File: config.mk
export PLATFORM = sky130hd
export DESIGN_NAME = hall_commutation_decoder
export DESIGN_NICKNAME = d
export VERILOG_FILES = /design/src/design/hall_pkg.sv /design/src/design/hall_commutation_decoder.sv
export SDC_FILE = /design/constraint.sdc
export NUM_CORES = 1
export LEC_CHECK = 0
export ABC_CLOCK_PERIOD_IN_PS = 2000
export BUFFER_PORTS_ARGS = -buffer_cell sky130_fd_sc_hd__buf_2
export CORE_MARGIN = 5
export CORE_UTILIZATION = 41
export CTS_CLUSTER_DIAMETER = 200
export DETAILED_ROUTE_END_ITERATION = 7
export PLACE_DENSITY = 0.82
export SLEW_MARGIN = 20
export SYNTH_ARGS = -nofsm -noshare
export SYNTH_HDL_FRONTEND = slang
export SYNTH_SLANG_ARGS = --single-unit
export TNS_END_PERCENT = 30
File: constraint.sdc
create_clock -name clock_in -period 2 [get_ports clock_in]
set_input_delay 0.1 -clock clock_in [delete_from_list [all_inputs] [get_ports clock_in]]
set_output_delay 0.1 -clock clock_in [all_outputs]
set_load 0.05 [all_outputs]
File: src/design/hall_pkg.sv
// Shared constants, types and decode functions for the Hall decoder
package hall_pkg;

  // Register map, byte addresses on the Avalon-MM slave
  localparam int          ADDR_W     = 4;
  localparam logic [3:0]  CTRL_OFS   = 4'h0;
  localparam logic [3:0]  STATUS_OFS = 4'h4;

  // Leg encoding, one bit per phase leg
  localparam logic [2:0]  LEG_A = 3'h1;
  localparam logic [2:0]  LEG_B = 3'h2;
  localparam logic [2:0]  LEG_C = 3'h4;

  // Control register, bit 0 run, bit 1 phasing, bit 2 half wave
  typedef struct packed {
    logic half_wave;
    logic phasing_60;
    logic run_enable;
  } ctrl_t;
  localparam ctrl_t CTRL_RESET = 3'h2;

  // Drive bundle, tops active low, bottoms active high
  typedef struct packed {
    logic [2:0] top_n;
    logic [2:0] bottom;
  } drive_t;
  localparam drive_t DRIVE_OFF = 6'h38;

  // Decoded rotor step
  typedef struct packed {
    logic       valid;
    logic [2:0] index;
  } step_t;

  // Status word as read by software
  typedef struct packed {
    logic [16:0] pad;
    logic [2:0]  bottom;
    logic        gap1;
    logic [2:0]  top_n;
    logic [1:0]  gap0;
    logic        direction;
    logic        thermal;
    logic        valid;
    logic [2:0]  code;
  } status_t;

  // Maps a sensor code (A,B,C) onto a forward step index 0 to 5
  function automatic step_t decode_step(input logic [2:0] code,
                                        input logic       ph60);
    step_t s;
    s.valid = 1'b1;
    s.index = 3'h0;
    if (ph60)
    begin
      unique case (code)
        3'h4: s.index = 3'h0;
        3'h6: s.index = 3'h1;
        3'h7: s.index = 3'h2;
        3'h3: s.index = 3'h3;
        3'h1: s.index = 3'h4;
        3'h0: s.index = 3'h5;
        default: s.valid = 1'b0;
      endcase
    end
    else
    begin
      unique case (code)
        3'h5: s.index = 3'h0;
        3'h4: s.index = 3'h1;
        3'h6: s.index = 3'h2;
        3'h2: s.index = 3'h3;
        3'h3: s.index = 3'h4;
        3'h1: s.index = 3'h5;
        default: s.valid = 1'b0;
      endcase
    end
    return s;
  endfunction : decode_step

  // Top and bottom legs of a step; reverse swaps them
  function automatic drive_t step_drive(input logic [2:0] index,
                                        input logic       fwd);
    logic [2:0] hi;
    logic [2:0] lo;
    drive_t     d;
    hi = LEG_C;
    lo = LEG_B;
    unique case (index)
      3'h0: begin hi = LEG_A; lo = LEG_B; end
      3'h1: begin hi = LEG_A; lo = LEG_C; end
      3'h2: begin hi = LEG_B; lo = LEG_C; end
      3'h3: begin hi = LEG_B; lo = LEG_A; end
      3'h4: begin hi = LEG_C; lo = LEG_A; end
      default: begin hi = LEG_C; lo = LEG_B; end
    endcase
    d.top_n  = fwd ? ~hi : ~lo;
    d.bottom = fwd ? lo : hi;
    return d;
  endfunction : step_drive

endpackage : hall_pkg

File: src/design/hall_commutation_decoder.sv
// Hall-sensor six-step commutation decoder with Avalon-MM registers
// What this block does
// - Full wave: one top, one bottom, different legs
// - Code orders fixed for each phasing convention
// - 300 degree codes are 60 reversed
// - 240 degree codes are 120 reversed
// - Phasing high, direction high: 60 forward
// - Thermal trip turns all drives off
// - Phasing select defaults high, 60/300 decode
// - Full wave drives both winding ends
// - Half wave switches one winding end
// - Invalid code turns all drives off
// - Run enable low turns drives off
// - Top drives are active low
// - Phasing high 60 degrees, low 120
`timescale 1ns/100ps
module hall_commutation_decoder (
  // Clock and reset
  input  wire  logic                          clock_in,
  input  wire  logic                          rst_in,
  // Avalon-MM slave
  input  wire  logic [hall_pkg::ADDR_W-1:0]   avs_address_in,
  input  wire  logic                          avs_read_in,
  input  wire  logic                          avs_write_in,
  input  wire  logic [31:0]                   avs_writedata_in,
  input  wire  logic [3:0]                    avs_byteenable_in,
  output logic       [31:0]                   avs_readdata_out,
  output logic                                avs_waitrequest_out,
  // Sensor and control pins
  input  wire  logic                          position_input_a_in,
  input  wire  logic                          position_input_b_in,
  input  wire  logic                          position_input_c_in,
  input  wire  logic                          rotation_direction_select_in,
  input  wire  logic                          thermal_trip_in,
  // Power switch drives
  output hall_pkg::drive_t                    drive_out
);
  import hall_pkg::*;

  logic [4:0] sync1;
  logic [4:0] sync2;
  logic [2:0] code;
  logic       direction;
  logic       thermal;
  step_t      step;
  drive_t     next_drive;
  ctrl_t      ctrl;
  ctrl_t      next_ctrl;
  logic       next_wait;
  logic [31:0] next_readdata;
  status_t    status;

  // Two-stage synchronisers for the pins
  always_ff @(posedge clock_in or posedge rst_in)
  begin
    if (rst_in)
    begin
      sync1 <= 5'h0;
      sync2 <= 5'h0;
    end
    else
    begin
      sync1 <= {thermal_trip_in, rotation_direction_select_in,
                position_input_a_in, position_input_b_in,
                position_input_c_in};
      sync2 <= sync1;
    end
  end

  assign code      = sync2[2:0];
  assign direction = sync2[3];
  assign thermal   = sync2[4];

  // Phasing select chooses the code table
  // phasing picks table
  assign step = decode_step(code, ctrl.phasing_60);

  // Drive selection with all shutdown conditions
  always_comb
  begin
    next_drive = DRIVE_OFF;
    if (!thermal && ctrl.run_enable && step.valid)
    begin
      next_drive = step_drive(step.index, direction);
      if (ctrl.half_wave)
        next_drive.top_n = 3'h7;
    end
  end

  // Drive register, refreshed every cycle
  // updates each clock
  always_ff @(posedge clock_in or posedge rst_in)
  begin
    if (rst_in)
      drive_out <= DRIVE_OFF;
    else
      drive_out <= next_drive;
  end

  // Status view of the decoder
  always_comb
  begin
    status           = '0;
    status.bottom    = drive_out.bottom;
    status.top_n     = drive_out.top_n;
    status.direction = direction;
    status.thermal   = thermal;
    status.valid     = step.valid;
    status.code      = code;
  end

  // Bus slave: one wait cycle, then accept
  always_comb
  begin
    next_wait     = !((avs_read_in || avs_write_in) && avs_waitrequest_out);
    next_ctrl     = ctrl;
    next_readdata = avs_readdata_out;
    if (avs_write_in && !avs_waitrequest_out &&
        avs_address_in == CTRL_OFS && avs_byteenable_in[0])
      next_ctrl = ctrl_t'(avs_writedata_in[2:0]);
    if (avs_read_in && avs_waitrequest_out)
    begin
      unique case (avs_address_in)
        CTRL_OFS:   next_readdata = {29'h0, ctrl};
        STATUS_OFS: next_readdata = 32'(status);
        default:    next_readdata = 32'h0;
      endcase
    end
  end

  // Bus registers
  // phasing resets high
  always_ff @(posedge clock_in or posedge rst_in)
  begin
    if (rst_in)
    begin
      ctrl                <= CTRL_RESET;
      avs_waitrequest_out <= 1'b1;
      avs_readdata_out    <= 32'h0;
    end
    else
    begin
      ctrl                <= next_ctrl;
      avs_waitrequest_out <= next_wait;
      avs_readdata_out    <= next_readdata;
    end
  end

  // Helpers for the checks
  logic  ctrl_written;
  step_t prev_step;
  always_ff @(posedge clock_in or posedge rst_in)
  begin
    if (rst_in)
    begin
      ctrl_written <= 1'b0;
      prev_step    <= '0;
    end
    else
    begin
      ctrl_written <= ctrl_written || (next_ctrl != ctrl);
      prev_step    <= step;
    end
  end
endmodule : hall_commutation_decoder

==> run metrics, run 1 <==
DR WL/cell=12.7 um; Synth Warn #=0; Switch Pwr=482 uW; antenna violations before repair=0; endpoint type of the worst setup path=flop; H-tree Lvls=2; Power, Total=1550 uW; final WL=3.26 mm; die height=74.4 um; final non-filler cell total=257; Gate power share=22.0%; ANT cells=0; cell-internal power=1070 uW; Yosys reg bits=32; total gr overflow=0; via count=1278; worst hold path class=input port to flop; root buf cell=clkbuf_8; sw frac=31.1%; Cell Pwr Density=768 nW/um2; GPL Wtd Cong=0.894; antenna viol nets, final=0; Worst Setup SP=sync2[2]; Async SR Flop Fraction=100%; FMAX=0.562 GHz; Simple-Gate Fraction of Synth Area=13.8%; First-pass DRT Iterations=4; wire length of the first global-routing pass=5.35 mm; RSZ-0062 raised after global routing=no; Tot GR Track Use=12.6%; Critical Path Start Type=flop; Post-CTS Setup Repair Bufs=0; slew of the pin with the lowest slew margin=567 ps; crit-path max FO=13; MaxCap Viol Count=0; critical path arrival=1950 ps; met2 WL=1.58 mm; Worst slew margin=62.1%; final worst path period need=1780 ps; syn_area_per_cell=10.4 um2; row count=23; Die Wd=74.4 um; Fin Setup TNS=0 ps; register share of total power=46.3%; Final Net Count=256; I/O Buffers=35; Initial Util=42.5%; count of different cell masters after synthesis=46; CP Class=flop to flop; Top FF cell, synth=dfrtp_1; fin. max-slew vios=0; most common cell after layout, fill and taps aside=buf_2; 1st-iter DRT viols=85; Post-Synth XOR/XNOR Area=1.03%; Worst Min Path Start=avs_read_in; status=complete, no violations; Reg clk slew, reported paths=60 ps; largest family of logic cells by synthesized area=compound AO/OA/AOI/OAI gates; clock sinks=32; multiplexer area fraction after synthesis=5.00%; drc violations=0; VDD IR max=0.314 mV; # resized after CTS=0; Clock power frac=31.6%; post-synthesis sequential area ratio=47.4%; vias in the first global route=1174; Clock Latency Late Sink=280 ps; Syn-to-layout area delta=18.8%; Vias/cell=4.97; post-synthesis cell count=163; # setup viols final=0; largest net degree at the start of global routing=33; Final Cycle Share=89.0%; share of cells above drive strength 1=30.9%; TritonCTS clock tree=done; Hold Slack=23.0 ps; r2r setup slk=220 ps; Pleak=0.000977 uW; reg2reg start=sync2[2]; core footprint=4000 um2; Ports=88; commonest non-fill, non-tap cells in the layout=buf_2, dfrtp_1, conb_1, nand2_1, a22o_1; Met1 Wirelength=1.39 mm; post-synthesis compound-gate area fraction=19.0%; required time of the critical path=2170 ps; CTS buffer count=5; uppermost layer routed=met4; Final Hold Fails=0; Post-Synthesis Cell Area=1700 um2; FF-to-FF path depth=6; Adder-Cell Fraction of Synth Area=0.735%; number of instances in the placed design=242; Post-synth EDFFs=0; HPWL after DPL=2.38 mm; die area=5540 um2; Setup Skew=5.22 ps; clock tree buffer depth=2; hold path depth=2; routed length on met3=245 um
-- routing by layer --
metal  track usage [%]  vias up
li1                  -      628
met1              15.7      601
met2              20.7       44
met3              3.24        5
met4              5.53        0
met5                 0        -
-- power by group through the flow --
stage,Sequential (uW),Clock [uW],Combinational (uW)
final,719,490,342
after global routing,724,548,369
after global placement,729,0,325
after CTS,719,512,342
after detailed placement,731,0,330
after floorplan,764,0,258
-- registers in the layout (all words and copies together), names as in the netlist --
signal and cells:
drive_out 6, sync1 5, ctrl 3, avs_waitrequest_out 1, sync2 5, avs_readdata_out 12
-- synth_stat cells, drive strengths merged, types with 2 or more instances --
cell type	n	share of area (%)
a22oi	2	0.88
o211ai	3	1.3
inv	3	0.66
a21boi	3	1.3
nor3	2	0.59
nand2b	3	1.1
dfstp	5	7.7
a21oi	5	1.5
buf	23	9.9
a211oi	2	1.2
nand3	3	0.88
mux2i	4	2.4
dfrtp	27	40
o311ai	2	1.0
nor2b	3	1.1
mux2	4	2.6
o21ai	7	2.1
xor2	2	1.0
a22o	8	4.1
nand2	9	2.0
nor2	7	1.5
clkbuf	9	2.0
o31ai	4	1.8
and2	3	1.1
or3	4	2.1
-- critical path, stage by stage (launching register included) --
cell     delay (ps)
dfrtp_1         400
inv_1           140
ha_1            450
xor2_1          130
a22oi_1         240
a21oi_1         120
o21ba_4         200
-- final cells by class --
class	instances	area (um2)
fillers	370	1980
flip-flops and latches	32	807
multi-input cells	114	748
repair buffers	49	298
clock buffers	8	90.1
well taps	50	62.6
inverters	4	15.0
-- stage by stage --
step,worst slack (ps),cell area (um2),utilization (%)
floorplan,74.2,1770,-
global placement,315,1860,46.5
detailed placement,245,1860,46.5
CTS,239,2020,50.5
global route,68.6,2020,50.5
finish,220,2020,50.5
-- cell families after synthesis --
| group | after synthesis |
|---|---|
| AO/OA/AOI/OAI | 42 |
| XOR/XNOR | 2 |
| adder cells (fa/ha/maj) | 1 |
| buffers and inverters | 36 |
| flip-flops | 32 |
| multiplexers | 8 |
| other | 1 |
| AND/OR/NAND/NOR | 41 |
-- path summary, 6_finish.rpt --
check                                      endpoint
worst max-delay path                   drive_out[1]
min in group asynchronous                   ctrl[0]
worst min register to register             sync2[0]
worst min-delay path            avs_waitrequest_out
worst max register to register         drive_out[1]
max in group asynchronous              drive_out[3]
-- what timing repair did --
item | CTS | global route
hold endpoints to repair | 33 | 0
setup endpoints to repair | 0 | 0
hold buffers | 7 | 0
Power figures use the tool's default switching activity.
==> run 2: changes to the inputs <==
--- a/config.mk
+++ b/config.mk
@@ -5,10 +5,11 @@
 export SDC_FILE = /design/constraint.sdc
 export NUM_CORES = 1
 export LEC_CHECK = 0
-export ABC_CLOCK_PERIOD_IN_PS = 2000
+export ABC_AREA = 1
 export BUFFER_PORTS_ARGS = -buffer_cell sky130_fd_sc_hd__buf_2
+export CORE_ASPECT_RATIO = 1.1
 export CORE_MARGIN = 5
-export CORE_UTILIZATION = 41
+export CORE_UTILIZATION = 39
 export CTS_CLUSTER_DIAMETER = 200
 export DETAILED_ROUTE_END_ITERATION = 7
 export PLACE_DENSITY = 0.82
==> run metrics, run 2 <==
DR WL/cell=11.2 um; TritonCTS clock tree=done; commonest non-fill, non-tap cells in the layout=nand2_1, buf_2, dfrtp_1, conb_1, inv_1; synth cell count leaders=nand2_1, dfrtp_1, buf_4, inv_1, nand3_1; share of cells above drive strength 1=29.5%; endpoint type of the worst setup path=flop; Regs by FF count=avs_readdata_out: 12 flops, drive_out: 6 flops; Reg clk slew, reported paths=70 ps; post-synthesis sequential area ratio=53.8%; H-tree Lvls=2; Setup Skew=6.14 ps; ANT cells=0; Power, Total=1750 uW; final WL=2.90 mm; Vias/cell=4.45; Syn-to-layout area delta=24.1%; CTS buffer count=5; vias in the first global route=1119; top-count cell post-synth=nand2_1; RSZ-0062 raised after global routing=no; total gr overflow=0; post-synthesis cell count=159; Async SR Flop Fraction=100%; Post-Synthesis Cell Area=1500 um2; Critical Path Start Type=flop; Clock Latency Late Sink=280 ps; 1st-iter DRT viols=44; I/O Buffers=35; critical path, cell by cell=inv_1 -> ha_1 -> inv_1 -> nor2_2 -> a21oi_2 -> nand2_1 -> nand3_1 -> nand2_2 -> a21oi_1 -> nand2_1; Ports=88; Worst Min Path Start=avs_writedata_in[0]; Initial Util=40.7%; max reg flops=12; # setup viols final=0; core footprint=3680 um2; via count=1158; antenna violations before repair=0; Die Wd=69.1 um; FMAX=0.653 GHz; wire length of the first global-routing pass=4.94 mm; final worst path period need=1530 ps; Pleak=0.000998 uW; fin. max-slew vios=0; antenna viol nets, final=0; Top reg by flops=avs_readdata_out; Final Net Count=259; Slowest-stage cell, CP=dfrtp_1; required time of the critical path=2210 ps; Worst path top cell family by delay=simple AND/OR/NAND/NOR gates; CP Class=flop to flop; die height=75.0 um; CP max stage delay=390 ps; root buf cell=clkbuf_8; Final Hold Fails=0; reg2reg start=sync2[2]; # resized after CTS=0; GPL Wtd Cong=0.730; Synth Warn #=0; largest area contributor in the netlist=dfrtp_1; Worst Setup SP=sync2[2]; Fin Setup TNS=0 ps; Yosys reg bits=32; most common cell after layout, fill and taps aside=nand2_1; Post-synth EDFFs=0; worst hold path class=input port to flop; Cell Pwr Density=942 nW/um2; drc violations=0; pre-CTS setup slack=473 ps; Synth area leaders=dfrtp_1, buf_4, nand2_1; Final Cycle Share=76.6%; count of different cell masters after synthesis=22; row count=23; critical path arrival=1740 ps; MaxCap Viol Count=0; HPWL after DPL=2.20 mm; status=complete, no violations; clock sinks=32; Tot GR Track Use=11.9%; CP bufs+invs=2; Final WS setup=469 ps; crit-path max FO=4; syn_area_per_cell=9.43 um2; die area=5180 um2; VDD IR max=0.437 mV; Yosys top cell area share=45.1%; largest net degree at the start of global routing=33; clock tree buffer depth=2; First-pass DRT Iterations=5; Top FF cell, synth=dfrtp_1
-- run 2: cell type report --
cell class,count,area [um2]
Sequential cell,32,807
Inverter,16,60.1
Timing Repair Buffer,45,270
Clock buffer,5,68.8
Clock inverter,3,42.5
Fill cell,365,1820
Multi-Input combinational cell,109,549
Tap cell,50,62.6
-- run 2: kinds of logic after synthesis --
| kind of cell | synth area share, % |
|---|---|
| AOI/OAI and AO/OA | 10.2 |
| buffers and inverters | 14.3 |
| other | 0.250 |
| and+or+nand+nor | 20.6 |
| DFF | 53.8 |
| adders and majority gates | 0.835 |
-- run 2: metrics by stage --
stage / std cells / hold slack (ps) / utilization, % / cell area (um2)
after floorplan: 178 / 131 / - / 1570
after global placement: 244 / 197 / 45.3 / 1670
after detailed placement: 244 / 203 / 45.3 / 1670
after CTS: 260 / 23.9 / 50.5 / 1860
after global routing: 260 / 46.0 / 50.5 / 1860
final: 260 / 30.9 / 50.5 / 1860
-- run 2: path summary, 6_finish.rpt --
| check | endpoint | slack (ps) | depth (start not counted) |
|---|---|---|---|
| worst max-delay path | drive_out[5] | 470 | 10 |
| worst max register to register | drive_out[5] | 470 | 10 |
| worst min register to register | sync2[0] | 350 | 0 |
| worst min-delay path | ctrl[0] | 30 | 3 |
| max in group asynchronous | drive_out[3] | 1240 | 4 |
| min in group asynchronous | sync1[3] | 430 | 4 |
-- run 2: worst register-to-register path, cell delays in order, from the launching register on --
cell and delay (ps):
dfrtp_1 390, inv_1 90, ha_1 180, inv_1 60, nor2_2 40, a21oi_2 200, nand2_1 130, nand3_1 100
nand2_2 80, a21oi_1 120, nand2_1 70
-- run 2: report_power, final --
| group | switching, uW | internal (uW) |
|---|---|---|
| registers | 36.9 | 702 |
| logic | 306 | 99.0 |
| clock network | 241 | 368 |
-- run 2: timing repair --
| action | in CTS | in global routing |
|---|---|---|
| hold endpoints to repair | 33 | 0 |
| setup buffers | 0 | 0 |
| hold buffers | 8 | 0 |
-- run 2: routing by layer --
| layer | routed length [um] | track usage [%] | vias to the layer above |
|---|---|---|---|
| li1 | - | - | 575 |
| met1 | 1170 | 13.3 | 538 |
| met2 | 1430 | 20.4 | 40 |
| met3 | 257 | 5.34 | 5 |
| met4 | 36 | 4.56 | 0 |
| met5 | 0 | 0 | - |
